==> config.mk <==
export PLATFORM = sky130hd
export DESIGN_NAME = atcs_timer_sync
export DESIGN_NICKNAME = d
export VERILOG_FILES = /design/src/verilog/atcs_hold.v /design/src/verilog/atcs_timer_sync.v
export VERILOG_INCLUDE_DIRS = /design/src /design/src/shared
export SDC_FILE = /design/constraint.sdc
export NUM_CORES = 1
export LEC_CHECK = 0
export BUFFER_PORTS_ARGS = -buffer_cell sky130_fd_sc_hd__clkbuf_2
export CORE_MARGIN = 2
export CORE_UTILIZATION = 35
export CTS_CLUSTER_DIAMETER = 200
export DETAILED_ROUTE_END_ITERATION = 12
export GPL_TIMING_DRIVEN = 0
export PLACE_DENSITY = 0.65
export SETUP_SLACK_MARGIN = 0.15
export SKIP_CTS_REPAIR_TIMING = 1
export SLEW_MARGIN = 20
export SYNTH_ARGS = -nofsm -noshare
export SYNTH_HDL_FRONTEND = slang
export SYNTH_SLANG_ARGS = --single-unit
==> constraint.sdc <==
create_clock -name hclk -period 3.8 [get_ports hclk]
set_input_delay 0.19 -clock hclk [delete_from_list [all_inputs] [get_ports hclk]]
set_output_delay 0.19 -clock hclk [all_outputs]
set_load 0.02 [all_outputs]
==> src/shared/atcs_regs.vh <==
// Register map, field positions and timing constants of the async timer
`ifndef ATCS_REGS_VH
`define ATCS_REGS_VH
`define ATCS_OFF_CTRL 8'h00
`define ATCS_OFF_COUNT 8'h04
`define ATCS_OFF_CMP 8'h08
`define ATCS_OFF_STAT 8'h0C
`define ATCS_OFF_GTC 8'h10
`define ATCS_OFF_FLAG 8'h14
`define ATCS_ADDR_W 8
`define ATCS_NREG 3
`define ATCS_IX_CTRL 0
`define ATCS_IX_CMP 1
`define ATCS_IX_COUNT 2
`define ATCS_CS_LSB 0
`define ATCS_CS_MSB 2
`define ATCS_COM_LSB 4
`define ATCS_COM_MSB 5
`define ATCS_ST_EXT 4
`define ATCS_ST_ASYNC 3
`define ATCS_ST_LOST 5
`define ATCS_ST_READY 6
`define ATCS_GTC_PSR 1
`define ATCS_FL_OVF 0
`define ATCS_FL_CMP 1
`define ATCS_EN_OVF 4
`define ATCS_EN_CMP 5
`define ATCS_RST8 8'h00
`define ATCS_CNT_MAX 8'hFF
`define ATCS_SYNC_EDGES 2'h2
`define ATCS_FLAG_STAGES 3
`define ATCS_HOLD_CYC 3'h4
`define ATCS_CLK_HZ 100000000
`define ATCS_STABLE_MS 1000
`define ATCS_MS_PER_S 1000
`define ATCS_CS_STOP 3'h0
`define ATCS_CS_DIV1 3'h1
`define ATCS_CS_DIV8 3'h2
`define ATCS_CS_DIV32 3'h3
`define ATCS_CS_DIV64 3'h4
`define ATCS_CS_DIV128 3'h5
`define ATCS_CS_DIV256 3'h6
`define ATCS_CS_DIV1024 3'h7
`define ATCS_COM_OFF 2'h0
`define ATCS_COM_TGL 2'h1
`define ATCS_COM_CLR 2'h2
`define ATCS_COM_SET 2'h3
`endif

==> src/verilog/atcs_hold.v <==
// Holding register that carries one software write into the timer domain
`include "atcs_regs.vh"
module atcs_hold #(
    parameter W = 8
) (
    input wire hclk,
    input wire hresetn,
    input wire wr_en,
    input wire [W-1:0] wr_data,
    input wire src_tick,
    output wire busy,
    output wire load,
    output wire [W-1:0] hold_data
);
    reg busy_ff;
    reg [1:0] edge_ff;
    reg [W-1:0] data_ff;
    reg nxt_busy;
    reg [1:0] nxt_edge;
    wire last_edge;

    assign last_edge = (edge_ff == `ATCS_SYNC_EDGES - 2'h1);
    assign load = busy_ff & src_tick & last_edge & ~wr_en;
    assign busy = busy_ff;
    assign hold_data = data_ff;

    always @* begin
        nxt_busy = busy_ff;
        nxt_edge = edge_ff;
        if (wr_en) begin
            // New write restarts the transfer; the set wins over clear
            nxt_busy = 1'b1;
            nxt_edge = 2'h0;
        end else if (busy_ff & src_tick) begin
            if (last_edge) begin
                nxt_busy = 1'b0;
                nxt_edge = 2'h0;
            end else begin
                nxt_edge = edge_ff + 2'h1;
            end
        end
    end

    always @(posedge hclk or negedge hresetn) begin
        if (!hresetn) begin
            busy_ff <= 1'b0;
            edge_ff <= 2'h0;
            data_ff <= {W{1'b0}};
        end else begin
            busy_ff <= nxt_busy;
            edge_ff <= nxt_edge;
            if (wr_en) begin
                data_ff <= wr_data;
            end
        end
    end
endmodule

==> src/verilog/atcs_timer_sync.v <==
// Async timer clocking, prescaler, register crossing and wake-up logic
`include "atcs_regs.vh"
module atcs_timer_sync #(
    parameter STABLE_CYC = `ATCS_CLK_HZ / `ATCS_MS_PER_S * `ATCS_STABLE_MS,
    parameter PRE_W = 10
) (
    input wire hclk,
    input wire hresetn,
    input wire hsel,
    input wire [31:0] haddr,
    input wire [1:0] htrans,
    input wire hwrite,
    input wire [2:0] hsize,
    input wire [31:0] hwdata,
    input wire hready,
    output wire hreadyout,
    output wire hresp,
    output wire [31:0] hrdata,
    input wire osc_in_pin,
    input wire sleep_save,
    input wire sleep_deep,
    output wire osc_enable,
    output wire osc_drive_en,
    output wire pins_to_osc,
    output wire compare_out,
    output wire timer_irq,
    output wire wake_req,
    output wire cpu_hold
);
    reg wr_ff;
    reg [`ATCS_ADDR_W-1:0] addr_ff;
    reg [31:0] rdata_ff;
    reg [7:0] ctrl_ff;
    reg [7:0] count_ff;
    reg [7:0] cmp_ff;
    reg [7:0] count_rd_ff;
    reg async_ff;
    reg ext_ff;
    reg lost_ff;
    reg [26:0] stable_ff;
    reg ready_ff;
    reg deep_d_ff;
    reg osc_d_ff;
    reg [PRE_W-1:0] pre_ff;
    reg oc_ff;
    reg [1:0] flag_ff;
    reg [1:0] en_ff;
    reg [`ATCS_FLAG_STAGES-1:0] ovf_pipe_ff;
    reg [`ATCS_FLAG_STAGES-1:0] cmp_pipe_ff;
    reg arm_ff;
    reg wake_pend_ff;
    reg wake_ff;
    reg [2:0] hold_ff;
    reg cnt_tick;
    reg [31:0] nxt_rdata;
    reg [7:0] nxt_count;
    reg nxt_oc;
    wire take;
    wire wr_now;
    wire src_tick;
    wire cmp_block;
    wire cmp_evt;
    wire ovf_evt;
    wire [2:0] cs;
    wire [1:0] com;
    wire deep_exit;
    wire irq_cond;
    wire [`ATCS_NREG-1:0] wr_vec;
    wire [`ATCS_NREG-1:0] busy_vec;
    wire [`ATCS_NREG-1:0] load_vec;
    wire [8*`ATCS_NREG-1:0] hold_vec;

    // Bus slave: zero wait states, always OKAY
    assign take = hsel & htrans[1] & hready;
    assign hreadyout = 1'b1;
    assign hresp = 1'b0;
    assign hrdata = rdata_ff;
    assign wr_now = wr_ff;

    always @(posedge hclk or negedge hresetn) begin
        if (!hresetn) begin
            wr_ff <= 1'b0;
            addr_ff <= `ATCS_RST8;
        end else if (hready) begin
            wr_ff <= take & hwrite;
            addr_ff <= haddr[`ATCS_ADDR_W-1:0];
        end
    end

    assign wr_vec[`ATCS_IX_CTRL] = wr_now & (addr_ff == `ATCS_OFF_CTRL);
    assign wr_vec[`ATCS_IX_CMP] = wr_now & (addr_ff == `ATCS_OFF_CMP);
    assign wr_vec[`ATCS_IX_COUNT] = wr_now & (addr_ff == `ATCS_OFF_COUNT);

    // One holding register per synchronised register
    genvar gi;
    generate
        for (gi = 0; gi < `ATCS_NREG; gi = gi + 1) begin : g_hold
            atcs_hold #(
                .W(8)
            ) u_hold (
                .hclk(hclk),
                .hresetn(hresetn),
                .wr_en(wr_vec[gi]),
                .wr_data(hwdata[7:0]),
                .src_tick(src_tick),
                .busy(busy_vec[gi]),
                .load(load_vec[gi]),
                .hold_data(hold_vec[8*gi +: 8])
            );
        end
    endgenerate

    // Read data is registered in the address phase
    always @* begin
        nxt_rdata = 32'h00000000;
        case (haddr[`ATCS_ADDR_W-1:0])
            `ATCS_OFF_CTRL: nxt_rdata[7:0] = ctrl_ff;
            `ATCS_OFF_COUNT: nxt_rdata[7:0] = count_rd_ff;
            `ATCS_OFF_CMP: nxt_rdata[7:0] = cmp_ff;
            `ATCS_OFF_STAT: begin
                nxt_rdata[2:0] = busy_vec;
                nxt_rdata[`ATCS_ST_ASYNC] = async_ff;
                nxt_rdata[`ATCS_ST_EXT] = ext_ff;
                nxt_rdata[`ATCS_ST_LOST] = lost_ff;
                nxt_rdata[`ATCS_ST_READY] = ready_ff;
            end
            `ATCS_OFF_FLAG: begin
                nxt_rdata[`ATCS_FL_OVF] = flag_ff[0];
                nxt_rdata[`ATCS_FL_CMP] = flag_ff[1];
                nxt_rdata[`ATCS_EN_OVF] = en_ff[0];
                nxt_rdata[`ATCS_EN_CMP] = en_ff[1];
            end
            default: nxt_rdata = 32'h00000000;
        endcase
    end

    always @(posedge hclk or negedge hresetn) begin
        if (!hresetn) begin
            rdata_ff <= 32'h00000000;
        end else if (take & ~hwrite) begin
            rdata_ff <= nxt_rdata;
        end
    end

    // Status register: source select and external clock enable
    always @(posedge hclk or negedge hresetn) begin
        if (!hresetn) begin
            async_ff <= 1'b0;
            ext_ff <= 1'b0;
        end else if (wr_now & (addr_ff == `ATCS_OFF_STAT)) begin
            // Pending transfers are not protected across a switch
            async_ff <= hwdata[`ATCS_ST_ASYNC];
            ext_ff <= hwdata[`ATCS_ST_EXT];
        end
    end

    assign pins_to_osc = async_ff;
    assign osc_enable = async_ff & ~sleep_deep;
    assign osc_drive_en = osc_enable & ~ext_ff;

    // Oscillator pin is sampled directly; it must be far slower than hclk
    always @(posedge hclk or negedge hresetn) begin
        if (!hresetn) begin
            osc_d_ff <= 1'b0;
        end else begin
            osc_d_ff <= osc_in_pin;
        end
    end

    // Source tick: every cycle when synchronous, rising osc edge otherwise; none while sleep_deep is high
    assign src_tick = async_ff ? (osc_in_pin & ~osc_d_ff & ~sleep_deep)
                               : ~sleep_deep;

    // Oscillator settle time and lost-contents marker
    assign deep_exit = deep_d_ff & ~sleep_deep;

    always @(posedge hclk or negedge hresetn) begin
        if (!hresetn) begin
            deep_d_ff <= 1'b0;
            stable_ff <= 27'h0000000;
            ready_ff <= 1'b0;
            lost_ff <= 1'b0;
        end else begin
            deep_d_ff <= sleep_deep;
            if (deep_exit | sleep_deep) begin
                stable_ff <= 27'h0000000;
                ready_ff <= 1'b0;
            end else if (stable_ff == STABLE_CYC[26:0] - 27'h1) begin
                ready_ff <= 1'b1;
            end else if (!ready_ff) begin
                stable_ff <= stable_ff + 27'h1;
            end
            if (deep_exit) begin
                lost_ff <= 1'b1;
            end else if (wr_vec[`ATCS_IX_COUNT]) begin
                lost_ff <= 1'b0;
            end
        end
    end

    // Prescaler with software reset
    always @(posedge hclk or negedge hresetn) begin
        if (!hresetn) begin
            pre_ff <= {PRE_W{1'b0}};
        end else if (wr_now & (addr_ff == `ATCS_OFF_GTC)
                     & hwdata[`ATCS_GTC_PSR]) begin
            pre_ff <= {PRE_W{1'b0}};
        end else if (src_tick) begin
            pre_ff <= pre_ff + {{(PRE_W-1){1'b0}}, 1'b1};
        end
    end

    assign cs = ctrl_ff[`ATCS_CS_MSB:`ATCS_CS_LSB];
    assign com = ctrl_ff[`ATCS_COM_MSB:`ATCS_COM_LSB];

    always @* begin
        case (cs)
            `ATCS_CS_STOP: cnt_tick = 1'b0;
            `ATCS_CS_DIV1: cnt_tick = src_tick;
            `ATCS_CS_DIV8: cnt_tick = src_tick & (&pre_ff[2:0]);
            `ATCS_CS_DIV32: cnt_tick = src_tick & (&pre_ff[4:0]);
            `ATCS_CS_DIV64: cnt_tick = src_tick & (&pre_ff[5:0]);
            `ATCS_CS_DIV128: cnt_tick = src_tick & (&pre_ff[6:0]);
            `ATCS_CS_DIV256: cnt_tick = src_tick & (&pre_ff[7:0]);
            `ATCS_CS_DIV1024: cnt_tick = src_tick & (&pre_ff[9:0]);
            default: cnt_tick = 1'b0;
        endcase
    end

    // Timer-domain registers take the holding values on transfer
    always @(posedge hclk or negedge hresetn) begin
        if (!hresetn) begin
            ctrl_ff <= `ATCS_RST8;
            cmp_ff <= `ATCS_RST8;
        end else begin
            if (load_vec[`ATCS_IX_CTRL]) begin
                ctrl_ff <= hold_vec[8*`ATCS_IX_CTRL +: 8];
            end
            if (load_vec[`ATCS_IX_CMP]) begin
                cmp_ff <= hold_vec[8*`ATCS_IX_CMP +: 8];
            end
        end
    end

    always @* begin
        nxt_count = count_ff;
        if (load_vec[`ATCS_IX_COUNT]) begin
            nxt_count = hold_vec[8*`ATCS_IX_COUNT +: 8];
        end else if (cnt_tick) begin
            nxt_count = count_ff + 8'h01;
        end
    end

    // Compare is gated while a count or compare transfer is pending
    assign cmp_block = busy_vec[`ATCS_IX_CMP] | busy_vec[`ATCS_IX_COUNT];
    assign cmp_evt = cnt_tick & (count_ff == cmp_ff) & ~cmp_block;
    assign ovf_evt = cnt_tick & (count_ff == `ATCS_CNT_MAX);

    always @* begin
        nxt_oc = oc_ff;
        if (cmp_evt) begin
            case (com)
                `ATCS_COM_TGL: nxt_oc = ~oc_ff;
                `ATCS_COM_CLR: nxt_oc = 1'b0;
                `ATCS_COM_SET: nxt_oc = 1'b1;
                default: nxt_oc = oc_ff;
            endcase
        end
    end

    always @(posedge hclk or negedge hresetn) begin
        if (!hresetn) begin
            count_ff <= `ATCS_RST8;
            count_rd_ff <= `ATCS_RST8;
            oc_ff <= 1'b0;
        end else begin
            count_ff <= nxt_count;
            oc_ff <= nxt_oc;
            if (src_tick) begin
                count_rd_ff <= count_ff;
            end
        end
    end

    assign compare_out = oc_ff;

    // Flag events cross by a fixed three-cycle pipeline
    always @(posedge hclk or negedge hresetn) begin
        if (!hresetn) begin
            ovf_pipe_ff <= {`ATCS_FLAG_STAGES{1'b0}};
            cmp_pipe_ff <= {`ATCS_FLAG_STAGES{1'b0}};
        end else begin
            ovf_pipe_ff <= {ovf_pipe_ff[`ATCS_FLAG_STAGES-2:0], ovf_evt};
            cmp_pipe_ff <= {cmp_pipe_ff[`ATCS_FLAG_STAGES-2:0], cmp_evt};
        end
    end

    // Flags are write-one-to-clear; a new event wins over the clear
    always @(posedge hclk or negedge hresetn) begin
        if (!hresetn) begin
            flag_ff <= 2'h0;
            en_ff <= 2'h0;
        end else begin
            if (wr_now & (addr_ff == `ATCS_OFF_FLAG)) begin
                en_ff <= {hwdata[`ATCS_EN_CMP], hwdata[`ATCS_EN_OVF]};
                flag_ff <= (flag_ff & ~{hwdata[`ATCS_FL_CMP],
                           hwdata[`ATCS_FL_OVF]})
                           | {cmp_pipe_ff[`ATCS_FLAG_STAGES-1],
                           ovf_pipe_ff[`ATCS_FLAG_STAGES-1]};
            end else begin
                flag_ff <= flag_ff | {cmp_pipe_ff[`ATCS_FLAG_STAGES-1],
                           ovf_pipe_ff[`ATCS_FLAG_STAGES-1]};
            end
        end
    end

    assign timer_irq = |(flag_ff & en_ff);

    // Wake from power-save: condition seen, wake on the next timer cycle
    assign irq_cond = (cmp_evt & en_ff[1]) | (ovf_evt & en_ff[0]);

    always @(posedge hclk or negedge hresetn) begin
        if (!hresetn) begin
            arm_ff <= 1'b1;
            wake_pend_ff <= 1'b0;
            wake_ff <= 1'b0;
            hold_ff <= 3'h0;
        end else begin
            wake_ff <= 1'b0;
            if (sleep_save & arm_ff & irq_cond) begin
                wake_pend_ff <= 1'b1;
            end else if (wake_pend_ff & src_tick) begin
                wake_pend_ff <= 1'b0;
                wake_ff <= 1'b1;
            end
            // Interrupt logic re-arms only after one timer cycle
            if (wake_ff) begin
                arm_ff <= 1'b0;
            end else if (src_tick & ~sleep_save) begin
                arm_ff <= 1'b1;
            end
            if (wake_ff) begin
                hold_ff <= `ATCS_HOLD_CYC;
            end else if (hold_ff != 3'h0) begin
                hold_ff <= hold_ff - 3'h1;
            end
        end
    end

    assign wake_req = wake_ff;
    assign cpu_hold = (hold_ff != 3'h0);
endmodule
==> PnR_summary.wiki <==
{| class="wikitable"
! Metric !! Value
|-
| Run status || finished clean
|-
| Latest clock arrival within the worst-skew pair || 0.42 ns
|-
| HPWL after DPL || 11,300 µm
|-
| Power density relative to cell area || 529 mW/mm²
|-
| Peak supply drop || 0.448 mV
|-
| Flop pwr share || 45.8%
|-
| Area taken by flip-flops and latches || 0.00355 mm²
|-
| Worst slack at placement || 1.16 ns
|-
| Portion of total power attributed to the clock network || 38.1%
|-
| Area contributors post-synth || sky130_fd_sc_hd__dfrtp_1 (51%), sky130_fd_sc_hd__nand2_1 (7.0%), sky130_fd_sc_hd__mux2_2 (5.5%)
|-
| Quantity of I/O buffers inserted on ports || 36
|-
| Max-cap violation count || 0
|-
| Fmax achieved || 372 MHz
|-
| Share of flip-flops with an asynchronous set or reset after synthesis || 100%
|-
| Number of warnings issued by yosys || 0
|-
| Average wire per cell in the routed design || 15.4 µm
|-
| Required time reported for the critical path endpoint || 4.10 ns
|-
| Setup TNS || 0 ns
|-
| Row Count || 51
|-
| Count of H-tree levels built during CTS || 4
|-
| Final Cycle Share || 70.8%
|-
| Total via count in the routed design || 5,080
|-
| Post-layout net count || 844
|-
| Final RePlAce weighted congestion || 0.828
|-
| Data arrival at the endpoint of the critical path || 2.99 ns
|-
| Library cell used as clock root buffer || sky130_fd_sc_hd__clkbuf_16
|-
| Initial detailed-routing violation count || 358
|-
| Number of buffers created by CTS || 17
|-
| GRT met1 Usage || 22.1%
|-
| Xor/xnor share of the synthesized area || 3.67%
|-
| Share of synthesized cell area in and, or, nand and nor gates || 19.9%
|-
| Relative area change from synthesis to final layout || 18.1%
|-
| Final slew viol count || 0
|-
| Initial antenna violation count || 0
|-
| Instance count of the mapped netlist || 677
|-
| DRC || 0
|-
| Rel. slew slack || 30.6%
|-
| Worst Clk Skew || 0.00898 ns
|-
| Area of the multi-input gates || 0.00307 mm²
|-
| Global routing usage summed across all routing layers || 16.1%
|-
| Worst-path clk slew || 0.06 ns
|-
| Dominant register cell in the synthesized netlist || sky130_fd_sc_hd__dfrtp_1
|-
| Fraction of the yosys area taken by sequential cells || 51.4%
|-
| Post-synth EDFFs || 0
|-
| Worst Setup End Kind || flip-flop
|-
| Number of global-route vias before repair || 4,808
|-
| Portion of synthesized cell area occupied by the leading cell type || 51.0%
|-
| Share of total power consumed by net switching || 29.2%
|-
| GR peak layer || met2
|-
| CTS tree || done
|-
| Area share of fa/ha/maj cells after synthesis || 1.27%
|-
| Area fraction in compound gates after synthesis || 10.1%
|-
| Initial core utilization || 35.6%
|-
| Worst-Margin Slew || 1.01 ns
|-
| Vertical extent of the die || 145 µm
|-
| Most instantiated library cell after synthesis || sky130_fd_sc_hd__dfrtp_1
|-
| PnR worst setup slack || 1.11 ns
|-
| Hold Crit Class || input port to flip-flop
|-
| WL final || 16,000 µm
|-
| Count of unique library cells instantiated by Yosys || 69
|-
| Net switching power || 0.00126 W
|-
| Library cell occupying the most area in the post-synthesis netlist || sky130_fd_sc_hd__dfrtp_1
|-
| Top-level I/O count || 118
|-
| Placeable core region || 0.0194 mm²
|-
| # diodes || 0
|-
| Cells after DPL || 1,003
|-
| Area of the die || 0.0209 mm²
|-
| Clock sinks || 142
|-
| Final number of hold-violating endpoints || 0
|-
| Netlist Area Pre-Place || 0.00691 mm²
|-
| Flop and latch count out of synthesis || 142
|-
| Cell internal power dissipation || 0.00306 W
|-
| Minimum clock period || 2.69 ns
|-
| Global-route wire length before repair || 25,900 µm
|-
| GR Util met2 || 25.9%
|-
| Setup CP Type || flip-flop to flip-flop
|-
| Remaining global-route overflow || 0
|-
| Die width || 145 µm
|-
| Non-Filler Instances || 1,037
|-
| Crit start category || flip-flop
|-
| Crit-path max FO || 10
|-
| Combinational power share || 16.1%
|-
| M3 GR Usage || 4.07%
|-
| Maximum number of pins on one net before global-route repair || 90
|-
| Most common library cells after synthesis || sky130_fd_sc_hd__dfrtp_1 (141), sky130_fd_sc_hd__nand2_1 (129), sky130_fd_sc_hd__nor2_1 (40), sky130_fd_sc_hd__mux2_2 (34), sky130_fd_sc_hd__buf_4 (26)
|-
| Dominant combinational cell family by area after synthesis || simple AND/OR/NAND/NOR gates
|-
| Filler cell count in the final layout || 1,899
|-
| Multiplexer share of the synthesized area || 8.00%
|-
| Share of post-route cells with drive strength above 1 || 20.2%
|-
| Unrepaired setup endpoints after global routing || no
|-
| Average cell area after synthesis || 10.2 µm²
|-
| ANT nets after route || 0
|-
| Final setup violation count || 0
|-
| LEAKAGE || 3.64 nW
|-
| Largest buffer count on any clock path || 2
|-
| Post-DR vias/cell || 4.90
|-
| Total design power || 0.00432 W
|-
| Number of detailed-route iterations in the first pass || 5
|}
## placed cells by master, fill, tap and decap left out, types with 6 or more instances in the layout
cell type,netlist,routed
sky130_fd_sc_hd__a31oi_1,7,7
sky130_fd_sc_hd__or4_1,10,10
sky130_fd_sc_hd__clkbuf_2,1,36
sky130_fd_sc_hd__nand2b_1,6,6
sky130_fd_sc_hd__dfrtp_1,141,141
sky130_fd_sc_hd__nor4_1,11,11
sky130_fd_sc_hd__a21oi_1,12,12
sky130_fd_sc_hd__ha_1,7,7
sky130_fd_sc_hd__nor2_1,40,40
sky130_fd_sc_hd__buf_4,26,26
sky130_fd_sc_hd__conb_1,2,26
sky130_fd_sc_hd__inv_1,18,18
sky130_fd_sc_hd__o21ai_1,10,10
sky130_fd_sc_hd__and3_1,10,10
sky130_fd_sc_hd__nand2_1,129,129
sky130_fd_sc_hd__mux2i_1,8,8
sky130_fd_sc_hd__mux2_2,34,34
sky130_fd_sc_hd__a21oi_2,9,9
sky130_fd_sc_hd__nand3_1,22,22
sky130_fd_sc_hd__clkbuf_16,0,17
sky130_fd_sc_hd__o31ai_1,12,12
sky130_fd_sc_hd__clkbuf_1,17,18
sky130_fd_sc_hd__o21ai_0,21,21
sky130_fd_sc_hd__or3_1,13,13
sky130_fd_sc_hd__xor2_1,7,7
sky130_fd_sc_hd__nor3_1,7,7
sky130_fd_sc_hd__xnor2_1,22,22
## sequential cells by signal, summed over array words and instances (netlist names), 6 cells and up
signal,flops
ctrl_ff,8
cmp_ff,8
addr_ff,8
stable_ff,27
count_rd_ff,8
pre_ff,10
hrdata,8
g_hold.u_hold.hold_data,24
g_hold.u_hold.edge_ff,6
count_ff,8
## cell families (layout without fill, tap and decap cells)
| logic type | after synthesis | after routing |
|---|---|---|
| and+or+nand+nor | 282 | 282 |
| muxes | 47 | 47 |
| buffers and inverters | 69 | 140 |
| xor gates and xnor gates | 29 | 29 |
| DFF | 142 | 142 |
| other | 2 | 26 |
| AOI/OAI and AO/OA | 99 | 99 |
| adders and majority gates | 7 | 7 |
## power by group through the flow
stage	combinational [W]	clock (W)	sequential, W
3_5_place_dp	0.000692	0	0.00199
6_report	0.000695	0.00164	0.00198
2_1_floorplan	0.000539	0	0.00191
4_1_cts	0.000700	0.00168	0.00197
5_1_grt	0.000788	0.00175	0.00201
3_3_place_gp	0.000672	0	0.00199
## layout make-up
| type | count | area share (%) |
|---|---|---|
| Clock inverter | 12 | 1.69 |
| Sequential cell | 142 | 43.6 |
| Clock buffer | 19 | 5.43 |
| Inverter | 18 | 0.828 |
| Buffer | 51 | 3.85 |
| Multi-Input combinational cell | 490 | 37.6 |
| Tap cell | 265 | 4.06 |
| Timing Repair Buffer | 40 | 3.02 |
## critical path, stage by stage (launching register included)
cell	delay, ns
sky130_fd_sc_hd__dfrtp_1	0.40
sky130_fd_sc_hd__ha_1	0.26
sky130_fd_sc_hd__and3_1	0.20
sky130_fd_sc_hd__ha_1	0.17
sky130_fd_sc_hd__nor2b_1	0.10
sky130_fd_sc_hd__o21ai_0	0.08
sky130_fd_sc_hd__a32oi_1	0.65
sky130_fd_sc_hd__buf_2	0.38
sky130_fd_sc_hd__mux2i_1	0.22
sky130_fd_sc_hd__nand3_1	0.09
## worst paths after layout
| path | cells past startpoint | from | slack, ns | endpoint |
|---|---|---|---|---|
| max in group asynchronous | 3 | hresetn | 2.69 | arm_ff |
| hold reg to reg | 0 | ovf_pipe_ff[1] | 0.35 | ovf_pipe_ff[2] |
| setup reg to reg | 9 | pre_ff[0] | 1.11 | count_ff[2] |
| hold / removal | 3 | hwdata[2] | 0.01 | g_hold[1].u_hold.hold_data[2] |
| setup / recovery | 9 | pre_ff[0] | 1.11 | count_ff[2] |
| min in group asynchronous | 2 | hresetn | 0.30 | stable_ff[24] |
## metal layers
metal  wire length, µm  vias to the layer above
met5                 0                        -
met4               144                        0
met3               757                       13
met2              7670                      111
met1              7390                     2463
li1                  -                     2493
## through the flow
stage          cell area, µm²  hold WS, ns  util [%]
2_1_floorplan            7000       -0.106         -
3_3_place_gp             7510        0.332      38.7
3_5_place_dp             7550        0.191      38.9
4_1_cts                  8130       -0.258      41.9
5_1_grt                  8160      0.00960      42.1
6_report                 8160       0.0134      42.1
Power figures use the tool's default switching activity.
